## config.mk

```make
export PLATFORM = sky130hd
export DESIGN_NAME = rtm_timer_block
export DESIGN_NICKNAME = d
export VERILOG_FILES = /design/src/shared/rtm_pkg.sv /design/src/verilog/rtm_timer_core.sv /design/src/verilog/rtm_timer_block.sv
export SDC_FILE = /design/constraint.sdc
export NUM_CORES = 2
export LEC_CHECK = 0
export ABC_AREA = 1
export BUFFER_PORTS_ARGS = -buffer_cell sky130_fd_sc_hd__buf_4
export CORE_ASPECT_RATIO = 0.9
export CORE_UTILIZATION = 50
export DETAILED_ROUTE_END_ITERATION = 8
export PLACE_DENSITY = 0.67
export SETUP_SLACK_MARGIN = 0.05
export SLEW_MARGIN = 20
export SYNTH_ARGS = -nofsm -noshare
export SYNTH_HDL_FRONTEND = slang
export SYNTH_SLANG_ARGS = --single-unit
```

## constraint.sdc

```tcl
create_clock -name clk_i -period 7.6 [get_ports clk_i]
set_clock_uncertainty 0.15 [all_clocks]
set_input_delay 0.38 -clock clk_i [delete_from_list [all_inputs] [get_ports clk_i]]
set_output_delay 0.38 -clock clk_i [all_outputs]
set_load 0.01 [all_outputs]
```

## src/shared/rtm_pkg.sv

```systemverilog
// Purpose: constants and carriers for the five-instance reloadable 32-bit timer block
// Assumes: registers reached over a simple APB-style slave port, one word per register
// Notes: per-instance base addresses are decoded in the top module
package rtm_pkg;
    localparam int RTM_NUM_TIMERS = 5;
    localparam logic [31:0] RTM_BASE_FIRST = 32'hFFFE7000;
    localparam logic [31:0] RTM_BASE_LAST = 32'hFFFEB000;
    localparam logic [31:0] RTM_BASE_STRIDE = 32'h00001000;
    localparam logic [11:0] RTM_OFF_COUNT = 12'h000;
    localparam logic [11:0] RTM_OFF_COMPARE = 12'h004;
    localparam logic [11:0] RTM_OFF_IRQ_ACK = 12'h00C;
    localparam logic [11:0] RTM_OFF_CONTROL = 12'h010;
    localparam logic [31:0] RTM_RST_COUNT = 32'h00000000;
    localparam logic [31:0] RTM_RST_COMPARE = 32'hFFFFFFFF;
    localparam logic [31:0] RTM_RST_CONTROL = 32'h00000000;
    localparam logic [31:0] RTM_RELOAD_VALUE = 32'h00000001;
    localparam int RTM_IRQ_ACK_BIT = 0;
    localparam int RTM_COUNT_GO_BIT = 7;
    localparam int RTM_DIV_HI_BIT = 8;
    localparam int RTM_DIV_LO_MSB = 5;
    localparam int RTM_DIV_LO_LSB = 3;
    localparam int RTM_MODE_MSB = 2;
    localparam logic [3:0] RTM_DIV_MAX = 4'hC;
    localparam logic [31:0] RTM_CONTROL_MASK = 32'h000001BF;
    localparam int RTM_AUTOBAUD_EDGES = 2;

    typedef enum logic [2:0] {
        RTM_MODE_ONE_SHOT = 3'b000,
        RTM_MODE_CONTINUOUS = 3'b001,
        RTM_MODE_CASCADE = 3'b010,
        RTM_MODE_COMPARE = 3'b101,
        RTM_MODE_AUTOBAUD = 3'b111
    } rtm_mode_e;

    typedef enum logic [1:0] {
        RTM_AB_WAIT_IDLE = 2'b00,
        RTM_AB_WAIT_START = 2'b01,
        RTM_AB_IN_START = 2'b10,
        RTM_AB_MEASURE = 2'b11
    } rtm_ab_e;

    typedef struct packed {
        logic sel;
        logic enable;
        logic write;
        logic [11:0] offset;
        logic [31:0] wdata;
    } rtm_bus_req_s;

    function automatic logic [3:0] rtm_div_sel(input logic [31:0] ctl);
        return {ctl[RTM_DIV_HI_BIT], ctl[RTM_DIV_LO_MSB:RTM_DIV_LO_LSB]};
    endfunction
endpackage

```

## src/verilog/rtm_timer_core.sv

```systemverilog
// Purpose: one reloadable 32-bit timer with its four registers
// Assumes: request is one-cycle, decoded for this instance; rx already synchronised
// Notes: undefined divider codes behave as the largest division
`timescale 1ns/1ps
`default_nettype none
module rtm_timer_core (
    // clock and reset
    input wire logic clk_i,
    input wire logic sys_rst_i,
    // register access
    input wire rtm_pkg::rtm_bus_req_s req_i,
    output logic [31:0] rdata_o,
    // ring and lines
    input wire logic cascade_i,
    input wire logic rx_i,
    output logic timeout_o,
    output logic irq_o
);
    import rtm_pkg::*;

    logic [31:0] count_ff;
    logic [31:0] compare_ff;
    logic [31:0] control_ff;
    logic irq_pend_ff;
    logic [11:0] presc_ff;
    logic rx_prev_ff;
    rtm_ab_e ab_state_ff;
    logic [2:0] ab_edges_ff;
    logic wr_stb;
    logic count_go;
    logic [2:0] operating_select;
    logic [3:0] clock_divider_sel;
    logic tick;
    logic hit;
    logic rx_rise;
    logic rx_fall;
    logic ab_done;
    logic ab_ovf;

    assign wr_stb = req_i.sel & req_i.enable & req_i.write;
    assign count_go = control_ff[RTM_COUNT_GO_BIT];
    assign operating_select = control_ff[RTM_MODE_MSB:0];
    assign clock_divider_sel = rtm_div_sel(control_ff);
    assign rx_rise = rx_i & ~rx_prev_ff;
    assign rx_fall = ~rx_i & rx_prev_ff;

    ////////////////////////////////////////////////////////////////////////
    // prescaler: tick when the low bits selected all reach ones
    always_comb begin
        logic [3:0] sel;
        logic [11:0] mask;
        sel = (clock_divider_sel > RTM_DIV_MAX) ? RTM_DIV_MAX : clock_divider_sel;
        mask = 12'(({13'h0001} << sel) - 13'h0001);
        if (operating_select == RTM_MODE_CASCADE) begin
            tick = cascade_i;
        end else begin
            tick = ((presc_ff & mask) == mask);
        end
    end

    always_ff @(posedge clk_i) begin
        if (sys_rst_i || !count_go || operating_select == RTM_MODE_CASCADE) begin
            presc_ff <= 12'h000;
        end else begin
            presc_ff <= presc_ff + 12'h001;
        end
    end

    ////////////////////////////////////////////////////////////////////////
    // terminal event and auto-baud measurement
    assign hit = count_go && tick && (count_ff == compare_ff) && (operating_select != RTM_MODE_AUTOBAUD);
    assign ab_ovf = (ab_state_ff == RTM_AB_MEASURE || ab_state_ff == RTM_AB_IN_START) && tick
                    && (count_ff == compare_ff);
    assign ab_done = (ab_state_ff == RTM_AB_MEASURE) && rx_rise && (ab_edges_ff == 3'(RTM_AUTOBAUD_EDGES - 1));

    always_ff @(posedge clk_i) begin
        rx_prev_ff <= sys_rst_i ? 1'b1 : rx_i;
    end

    always_ff @(posedge clk_i) begin
        if (sys_rst_i || !count_go || operating_select != RTM_MODE_AUTOBAUD) begin
            ab_state_ff <= RTM_AB_WAIT_IDLE;
            ab_edges_ff <= 3'h0;
        end else begin
            case (ab_state_ff)
                RTM_AB_WAIT_IDLE: begin
                    if (rx_i) begin
                        ab_state_ff <= RTM_AB_WAIT_START;
                    end
                end
                RTM_AB_WAIT_START: begin
                    if (rx_fall) begin
                        ab_state_ff <= RTM_AB_IN_START;
                    end
                end
                RTM_AB_IN_START: begin
                    if (ab_ovf) begin
                        ab_state_ff <= RTM_AB_WAIT_IDLE;
                    end else if (rx_rise) begin
                        ab_state_ff <= RTM_AB_MEASURE;
                        ab_edges_ff <= 3'h0;
                    end
                end
                RTM_AB_MEASURE: begin
                    if (ab_ovf) begin
                        ab_state_ff <= RTM_AB_WAIT_IDLE;
                    end else if (rx_rise) begin
                        ab_edges_ff <= ab_edges_ff + 3'h1;
                    end
                end
                default: begin
                    ab_state_ff <= RTM_AB_WAIT_IDLE;
                end
            endcase
        end
    end

    ////////////////////////////////////////////////////////////////////////
    // count register
    always_ff @(posedge clk_i) begin
        if (sys_rst_i) begin
            count_ff <= RTM_RST_COUNT;
        end else if (wr_stb && req_i.offset == RTM_OFF_COUNT) begin
            count_ff <= req_i.wdata;
        end else if (operating_select == RTM_MODE_AUTOBAUD) begin
            if (!count_go || ab_ovf || (ab_state_ff == RTM_AB_IN_START && rx_rise)) begin
                count_ff <= count_go ? RTM_RELOAD_VALUE : count_ff;
            end else if ((ab_state_ff == RTM_AB_IN_START || ab_state_ff == RTM_AB_MEASURE) && tick && !ab_done) begin
                count_ff <= count_ff + 32'h00000001;
            end
        end else if (hit) begin
            count_ff <= RTM_RELOAD_VALUE;
        end else if (count_go && tick) begin
            count_ff <= count_ff + 32'h00000001;
        end
    end

    // compare register
    always_ff @(posedge clk_i) begin
        if (sys_rst_i) begin
            compare_ff <= RTM_RST_COMPARE;
        end else if (wr_stb && req_i.offset == RTM_OFF_COMPARE) begin
            compare_ff <= req_i.wdata;
        end
    end

    // control register; hardware clears the go bit after one-shot or a measurement
    always_ff @(posedge clk_i) begin
        if (sys_rst_i) begin
            control_ff <= RTM_RST_CONTROL;
        end else if (wr_stb && req_i.offset == RTM_OFF_CONTROL) begin
            control_ff <= req_i.wdata & RTM_CONTROL_MASK;
        end else if ((hit && operating_select == RTM_MODE_ONE_SHOT) || ab_done) begin
            control_ff[RTM_COUNT_GO_BIT] <= 1'b0;
        end
    end

    // pending flag: a new event wins over a same-cycle clear
    always_ff @(posedge clk_i) begin
        if (sys_rst_i) begin
            irq_pend_ff <= 1'b0;
        end else if (hit || ab_done) begin
            irq_pend_ff <= 1'b1;
        end else if (wr_stb && req_i.offset == RTM_OFF_IRQ_ACK && req_i.wdata[RTM_IRQ_ACK_BIT]) begin
            irq_pend_ff <= 1'b0;
        end
    end

    always_ff @(posedge clk_i) begin
        timeout_o <= sys_rst_i ? 1'b0 : hit;
    end

    assign irq_o = irq_pend_ff;

    // read mux
    always_comb begin
        case (req_i.offset)
            RTM_OFF_COUNT: rdata_o = count_ff;
            RTM_OFF_COMPARE: rdata_o = compare_ff;
            RTM_OFF_IRQ_ACK: rdata_o = {31'h00000000, irq_pend_ff};
            RTM_OFF_CONTROL: rdata_o = control_ff & RTM_CONTROL_MASK;
            default: rdata_o = 32'h00000000;
        endcase
    end
endmodule
`default_nettype wire

```

## src/verilog/rtm_timer_block.sv

```systemverilog
// Function
// - five timers, each decoded at its own fixed base, same layout
// - count register holds live 32-bit value, read/write, resets zero
// - count write while running loads next edge; counting continues from it
// - compare resets to all ones; reaching it reloads count to one
// - writing one to irq ack bit 0 clears pending; upper bits zero
// - control bit 7 lets counter advance; reserved control bits read zero
// - four-bit divider field divides clock by two to its power; codes above 12 divide by 4096
// - three-bit mode field selects one-shot, continuous, cascade, compare, auto-baud
// - one-shot terminal: interrupt, count to one, enable cleared
// - continuous and compare terminal: interrupt, count to one, keep counting
// - cascade mode counts preceding timer time-outs in a ring, no prescale
// - auto-baud measures eight bit-times on rx, clears enable on success
//
// Purpose: five reloadable timers behind one APB-style register port
// Assumes: rx lines are asynchronous pins; bus signals are on clk_i
// Notes: read data and interrupts are registered; read data is captured in setup, so reads answer in the access cycle
`timescale 1ns/1ps
`default_nettype none
module rtm_timer_block #(
    parameter int NUM_TIMERS = rtm_pkg::RTM_NUM_TIMERS
) (
    // clock and reset
    input wire logic clk_i,
    input wire logic sys_rst_i,
    // apb slave
    input wire logic psel_i,
    input wire logic penable_i,
    input wire logic pwrite_i,
    input wire logic [31:0] paddr_i,
    input wire logic [31:0] pwdata_i,
    output logic [31:0] prdata_o,
    output logic pready_o,
    output logic pslverr_o,
    // serial receive lines for auto-baud
    input wire logic [NUM_TIMERS-1:0] rx_i,
    // interrupts
    output logic [NUM_TIMERS-1:0] irq_o
);
    import rtm_pkg::*;

    logic [NUM_TIMERS-1:0] rx_meta_ff;
    logic [NUM_TIMERS-1:0] rx_sync_ff;
    logic [NUM_TIMERS-1:0] timeout;
    logic [NUM_TIMERS-1:0] irq_raw;
    logic [31:0] rdata [NUM_TIMERS];
    logic [NUM_TIMERS-1:0] hit_sel;
    logic [31:0] rd_mux;
    logic any_hit;

    ////////////////////////////////////////////////////////////////////////
    // synchronise rx pins before any logic sees them
    always_ff @(posedge clk_i) begin
        if (sys_rst_i) begin
            rx_meta_ff <= '1;
            rx_sync_ff <= '1;
        end else begin
            rx_meta_ff <= rx_i;
            rx_sync_ff <= rx_meta_ff;
        end
    end

    ////////////////////////////////////////////////////////////////////////
    // instances on their bases, cascade ring closes last to first
    for (genvar g = 0; g < NUM_TIMERS; g++) begin : g_tmr
        rtm_bus_req_s req;
        assign hit_sel[g] = (paddr_i[31:12] == 20'((RTM_BASE_FIRST + RTM_BASE_STRIDE * 32'(g)) >> 12));
        assign req.sel = psel_i & hit_sel[g];
        assign req.enable = penable_i;
        assign req.write = pwrite_i;
        assign req.offset = paddr_i[11:0];
        assign req.wdata = pwdata_i;
        rtm_timer_core u_core (
            .clk_i(clk_i),
            .sys_rst_i(sys_rst_i),
            .req_i(req),
            .rdata_o(rdata[g]),
            .cascade_i(timeout[(g + NUM_TIMERS - 1) % NUM_TIMERS]),
            .rx_i(rx_sync_ff[g]),
            .timeout_o(timeout[g]),
            .irq_o(irq_raw[g])
        );
    end

    always_comb begin
        rd_mux = 32'h00000000;
        any_hit = 1'b0;
        for (int i = 0; i < NUM_TIMERS; i++) begin
            if (hit_sel[i]) begin
                rd_mux = rdata[i];
                any_hit = 1'b1;
            end
        end
    end

    ////////////////////////////////////////////////////////////////////////
    // bus answer: setup then access; access phase holds ready high
    always_ff @(posedge clk_i) begin
        if (sys_rst_i) begin
            prdata_o <= 32'h00000000;
            pready_o <= 1'b0;
            pslverr_o <= 1'b0;
        end else begin
            pready_o <= psel_i & ~penable_i;
            pslverr_o <= psel_i & ~penable_i & ~any_hit;
            prdata_o <= (psel_i & ~penable_i & ~pwrite_i) ? rd_mux : 32'h00000000;
        end
    end

    always_ff @(posedge clk_i) begin
        irq_o <= sys_rst_i ? '0 : irq_raw;
    end
endmodule
`default_nettype wire

```

After elaboration in Yosys (flattened, before gate mapping)

Cells that the tools add are included.

Bits of input ports: 74
Register bits after elaboration: 509
Logic and storage cells: 543

Magnitude comparators: 5
Bitwise logic cells: 47
Muxes and demuxes: 135
Equality and inequality tests: 103
$add $sub $neg: 20
Shift-type cells: 5
Reductions and logical operators: 172

Operators by type and width:

| cell                    | number |
|---|---|
| $mux W32                | 40 |
| $pmux W32 S4            | 5 |
| $add A32 B1 Y32 const B | 5 |
| $eq A32 B32 Y1          | 5 |
| $eq A20 B20 Y1 const B  | 5 |
| $logic_and A1 B1 Y1     | 75 |
| $add A12 B1 Y12 const B | 5 |
| $and A12 B12 Y12        | 5 |
| $eq A12 B12 Y1          | 5 |
| $mux W3                 | 20 |
| $shl A1 B4 Y12 const A  | 5 |
| $sub A12 B1 Y12 const B | 5 |
| $mux W2                 | 25 |
| $logic_or A1 B1 Y1      | 40 |
| $ne A2 B1 Y1 const B    | 20 |
| $pmux W2 S4             | 5 |
| $mux W1                 | 30 |
| $ne A2 B2 Y1 const B    | 15 |
| $pmux W3 S2             | 5 |
| $reduce_bool A2 Y1      | 15 |
| $and A1 B1 Y1           | 28 |
| $reduce_and A5 Y1       | 5 |
| $eq A2 B2 Y1 const B    | 10 |
| $gt A4 B4 Y1 const B    | 5 |
| 22 further kinds        | 104 |

Logic depth before layout (Yosys ltp)

Depth after elaboration: 14
Depth in mapped cells: 20
Depth with buffers taken out: 20

Modules after synthesis

From an unflattened synthesis, not the netlist that was laid out.

Cells, all modules: 5440
Area, all modules: 33612.2 µm²

Modules (own cells, without submodules):

| module                               | area each (µm²) | cells an instance | times used |
|---|---|---|---|
| rtm_timer_core (g_tmr[1].u_core ...) | 6152.2          | 1005              | 2 |
| rtm_timer_core (g_tmr[0].u_core ...) | 6063.3          | 977               | 2 |
| rtm_timer_core (g_tmr[4].u_core)     | 6134.6          | 980               | 1 |
| rtm_timer_block                      | 3046.7          | 496               | 1 |

Worst setup path after synthesis

OpenSTA, ideal clock, no wires.

Kind: register to register
Start: register g_tmr[0].u_core.control_ff[5]
End: register g_tmr[0].u_core.count_ff[7]
Library setup time: 0.128 ns
Slack: 4.926 ns
Arrival time: 2.397 ns
Required time: 7.322 ns
Path buffers: 1
Cell stages (with the launch flop): 19
Clock period less this slack: 2.674 ns
Cell sequence: dfxtp_1 > nor2_2 > inv_2 > nor2_1 > inv_1 > ha_1 > or2_2 > nand3_1 > nor2_1 > nand2_1 > nor2_1 > nand3_1 > nand2_2 > a22oi_2 > a21boi_2 > buf_2 > nor2_1 > nor2_1 > nor2_1

Word-level cells in the longest chain between the ends: 14
Elaborated cells on any way between the ends: 23

Ends and longest elaborated chain:

| item                            | line                                        | source |
|---|---|---|
| start: declaration              | rtm_timer_core.sv:23                        | `logic [31:0] control_ff;` |
| start signal: assignment        | rtm_timer_core.sv:152                       | `control_ff <= req_i.wdata & RTM_CONTROL_MASK;` |
| $gt A4 B4 Y1                    | rtm_timer_core.sv:52                        | `sel = (clock_divider_sel > RTM_DIV_MAX) ? RTM_DIV_MAX : clock_divider_sel;` |
| $mux W4 (*)                     | rtm_timer_core.sv:52                        |  |
| $shl A1 B4 Y12 (*)              | rtm_timer_core.sv:53                        | `mask = 12'(({13'h0001} << sel) - 13'h0001);` |
| $sub A12 B1 Y12 (*)             | rtm_timer_core.sv:53                        |  |
| $and A12 B12 Y12                | rtm_timer_core.sv:57                        | `tick = ((presc_ff & mask) == mask);` |
| $eq A12 B12 Y1 (*)              | rtm_timer_core.sv:57                        |  |
| $mux W1 (*)                     | rtm_timer_core.sv:54                        | `if (operating_select == RTM_MODE_CASCADE) begin` |
| $logic_and A1 B1 Y1             | rtm_timer_core.sv:72, rtm_timer_core.sv:128 |  |
| $logic_and A1 B1 Y1             | rtm_timer_core.sv:73                        | `&& (count_ff == compare_ff);` |
| $logic_or A1 B1 Y1 (2 in a row) | rtm_timer_core.sv:126                       | `if (!count_go \|\| ab_ovf \|\| (ab_state_ff == RTM_AB_IN_START && rx_rise)) begin` |
| $mux W32                        | rtm_timer_core.sv:126                       |  |
| $mux W32                        | rtm_timer_core.sv:125                       | `end else if (operating_select == RTM_MODE_AUTOBAUD) begin` |
| $mux W32                        | rtm_timer_core.sv:123                       | `end else if (wr_stb && req_i.offset == RTM_OFF_COUNT) begin` |
| end signal: assignment          | rtm_timer_core.sv:124                       | `count_ff <= req_i.wdata;` |
| end signal: assignment          | rtm_timer_core.sv:127                       | `count_ff <= count_go ? RTM_RELOAD_VALUE : count_ff;` |
| end signal: assignment          | rtm_timer_core.sv:129                       | `count_ff <= count_ff + 32'h00000001;` |
| end: declaration                | rtm_timer_core.sv:21                        | `logic [31:0] count_ff;` |

Every way passes the cells marked *; elsewhere a longest branch is shown, timed or not.
A chain may end at the register's enable or synchronous reset.

Final worst setup path

Start: register g_tmr[3].u_core.control_ff[3]
End: register g_tmr[3].u_core.count_ff[0]

Word-level cells in the longest chain between the ends: 14
Elaborated cells on any way between the ends: 23

Ends and longest elaborated chain:

| item                            | line |
|---|---|
| start: declaration              | rtm_timer_core.sv:23 |
| start signal: assignment        | rtm_timer_core.sv:152 |
| $gt A4 B4 Y1                    | rtm_timer_core.sv:52 |
| $mux W4 (*)                     | rtm_timer_core.sv:52 |
| $shl A1 B4 Y12 (*)              | rtm_timer_core.sv:53 |
| $sub A12 B1 Y12 (*)             | rtm_timer_core.sv:53 |
| $and A12 B12 Y12                | rtm_timer_core.sv:57 |
| $eq A12 B12 Y1 (*)              | rtm_timer_core.sv:57 |
| $mux W1 (*)                     | rtm_timer_core.sv:54 |
| $logic_and A1 B1 Y1             | rtm_timer_core.sv:72, rtm_timer_core.sv:128 |
| $logic_and A1 B1 Y1             | rtm_timer_core.sv:73 |
| $logic_or A1 B1 Y1 (2 in a row) | rtm_timer_core.sv:126 |
| $mux W32                        | rtm_timer_core.sv:126 |
| $mux W32                        | rtm_timer_core.sv:125 |
| $mux W32                        | rtm_timer_core.sv:123 |
| end signal: assignment          | rtm_timer_core.sv:124 |
| end signal: assignment          | rtm_timer_core.sv:127 |
| end signal: assignment          | rtm_timer_core.sv:129 |
| end: declaration                | rtm_timer_core.sv:21 |

Marked as above.

==> flow_summary.ini <==
[power_and_ir_drop]
p_switching_mw = 1.393
p_total_mw = 5.934
cellInternalPower_mw = 4.541
vdd.ir_drop.worst_v = 0.0002592
clockPowerShare = 0.519
leakagePower_nw = 14.45
part_of_the_power_in_combinational_logic = 0.030
seq_power_share = 0.450
netSwitchingFraction = 0.2347
cellPowerDensity_mw_per_mm2 = 169.7

[grt]
largest_net_degree_at_the_start_of_global_routing = 94
grt_pass1_vias = 29640
track_usage = 0.3731
antenna_violations_before_repair = 2
grt_remaining_overflow = 0
grt_first_pass_wirelength_mm = 183.4

[detailed_routing]
dr.pass1.iters = 7
vias = 34130
initialDrtViolationCount = 4625
totalWireLength_mm = 123.6
route.detailed.drc = 0
post_drt_via_cell_ratio = 5.914
detail-route-antenna-nets = 0
post_drt_wl_per_cell_um = 21.42

[setup_path]
path_class = flip-flop to flip-flop
end_kind = flip-flop
worst_setup_path_start_kind = flip-flop
critPathRequiredTime_ps = 7990
worst-path-max-fanout = 33
crit_arrival_ps = 4470

[clocking]
worstSkewPairLatency_ps = 650
cts-root-to-sink-buffers = 3
tritoncts_buffer_count = 58
cts_root_buf = clkbuf_16
post_cts.repair.setup_buffers = 0
cts.sinks = 509
holdBufCountCts = 13
post_cts_resized = 0
tritoncts_clock_tree = yes
cts.clk_slew.worst_paths_ps = 70
clock_tree.htree_level_count = 2

[finish]
syn2layout_area_growth_pct = 10.05
regArea_mm2 = 0.01019
fillCellCount = 6375
antenna-diode-count = 0
footprint_of_the_multi_input_gates_mm2 = 0.01843
finish.net_count = 4978
post_route_cells_drive_above_1_share = 0.07330

[yosys]
synth_cell_types = 63
ys_seq_elements = 509
seq_area_frac_synth = 0.3208
synth_area_per_cell_um2 = 6.441
yosys-top-cells-count = nand2_1 (1422), inv_1 (510), dfxtp_1 (509)
syn_area_mm2 = 0.03177
yosys_warnings = 0
synth.area.top_cells = dfxtp_1 (32%), nand2_1 (17%), inv_1 (6.0%)
post-synth-top-count-cell = nand2_1
syn_nets = 5031
synth_largest_area_cell = dfxtp_1
asyncSetResetFlopFracSynth = 0
yosys.area.top_type_share = 0.3208
syn_inst = 4932
synth_enable_flop_cells = 0
synth_top_flop_cell = dfxtp_1

[sta]
max_slew.worst_pin.slew_ps = 1180
grt_setup_unrepaired = false
timing.final.crit_share = 0.5363
maxSlewHeadroom = 0.2063
timing.final.setup_violations = 0
maxSlewViolCount = 0
final-hold-violation-count = 0
layout_min_cycle_time_ps = 4076
finalSetupTns_ps = 0
clock.fmax_mhz = 245.3

[floorplan]
fp.dieArea_mm2 = 0.06455
io_pins = 113
dieWidth_um = 267.7
rows = 87
initial_utilization = 0.5066
core_area_mm2 = 0.06270
fp.dieH_um = 241.1

[placement]
port_buffers = 112
dp.final_hpwl_mm = 89.79
gp_congestion = 1.035

[flow_run]
max-cap-violations = 0

[min_path]
min-delay-path-class = input port to flip-flop

[run_status]
result_of_the_run = finished, final reports clean
## layer usage
layer / GRT usage / part of all wire
met1: 0.5479 / 0.43
met2: 0.5285 / 0.40
met3: 0.08162 / 0.13
met4: 0.1335 / 0.036
met5: 0 / 0
## critical path, cell delays in order (launching register included)
cell and delay, ps:
dfxtp_1 510, nor2_1 120, nand2_1 110, ha_1 280
o21ai_0 140, o21ai_1 130, nand3_1 70, nand3_1 130
nand2_2 120, nand3_4 120, nand2_2 90, o21ai_4 840
nand2_2 740, o21bai_1 340, nor2_1 60
## power by group through the flow
stage / sequential (mW) / clock (mW) / combinational, mW
2_1_floorplan: 2.73 / 0 / 0.0558
3_3_place_gp: 2.73 / 0 / 0.165
5_1_grt: 2.67 / 3.20 / 0.181
6_report: 2.67 / 3.08 / 0.180
4_1_cts: 2.67 / 3.09 / 0.170
3_5_place_dp: 2.73 / 0 / 0.164
## cell type report
type | instances | area share
clock buffers | 77 | 0.04853
clock inverters | 29 | 0.01052
inverters | 534 | 0.05748
multi-input cells | 3620 | 0.5272
flip-flops and latches | 509 | 0.2915
well taps | 845 | 0.03024
repair buffers | 156 | 0.03454
## final timing paths
kind                                 start                       endpoint  slack, ps  cells after the start
max reg2reg  g_tmr[3].u_core.control_ff[3]    g_tmr[3].u_core.count_ff[0]       3520                     14
min reg2reg                  rx_meta_ff[1]                  rx_sync_ff[1]        260                      1
min                            pwdata_i[8]  g_tmr[2].u_core.control_ff[8]         40                      3
max          g_tmr[3].u_core.control_ff[3]    g_tmr[3].u_core.count_ff[0]       3520                     14
## sequential cells by signal, summed over array words and instances (netlist names), 10 cells and up
name                      cells
g_tmr.u_core.control_ff      40
g_tmr.u_core.count_ff       160
prdata_o                     32
g_tmr.u_core.ab_edges_ff     15
g_tmr.u_core.compare_ff     160
g_tmr.u_core.ab_state_ff     10
g_tmr.u_core.presc_ff        60
## per-stage QoR
stage / util / cell area, µm² / setup WS [ps] / instances / hold slack [ps]
2_1_floorplan: - / 31770 / 4926 / 4932 / 239.5
3_3_place_gp: 0.5224 / 32750 / 3612 / 5651 / 241.8
3_5_place_dp: 0.5225 / 32760 / 3551 / 5651 / 243.2
4_1_cts: 0.5575 / 34960 / 3623 / 5770 / 2.019
5_1_grt: 0.5576 / 34960 / 3250 / 5770 / 36.76
6_report: 0.5576 / 34960 / 3524 / 5770 / 36.41
## logic make-up after synthesis
logic type / after synthesis / synth area share
xor+xnor: 195 / 0.05376
flops: 509 / 0.3208
buf+inv: 803 / 0.1011
compound gates: 812 / 0.1624
fa+ha+maj: 25 / 0.009847
simple gates: 2588 / 0.3522
## placed cells by master (no fill, tap or decap), drive strengths merged, types with 25 or more instances in the layout
cell type	instances
buf	143
nand4	129
ha	25
nand3	318
o22ai	63
or2	25
nor4	30
o21ai	137
nand3b	35
a211oi	37
a21oi	272
nor2	457
dfxtp	509
nand2	1439
inv	532
clkbuf	77
nor3	139
o211ai	168
o221ai	41
xor2	173
(Power assumes the default switching activity.)
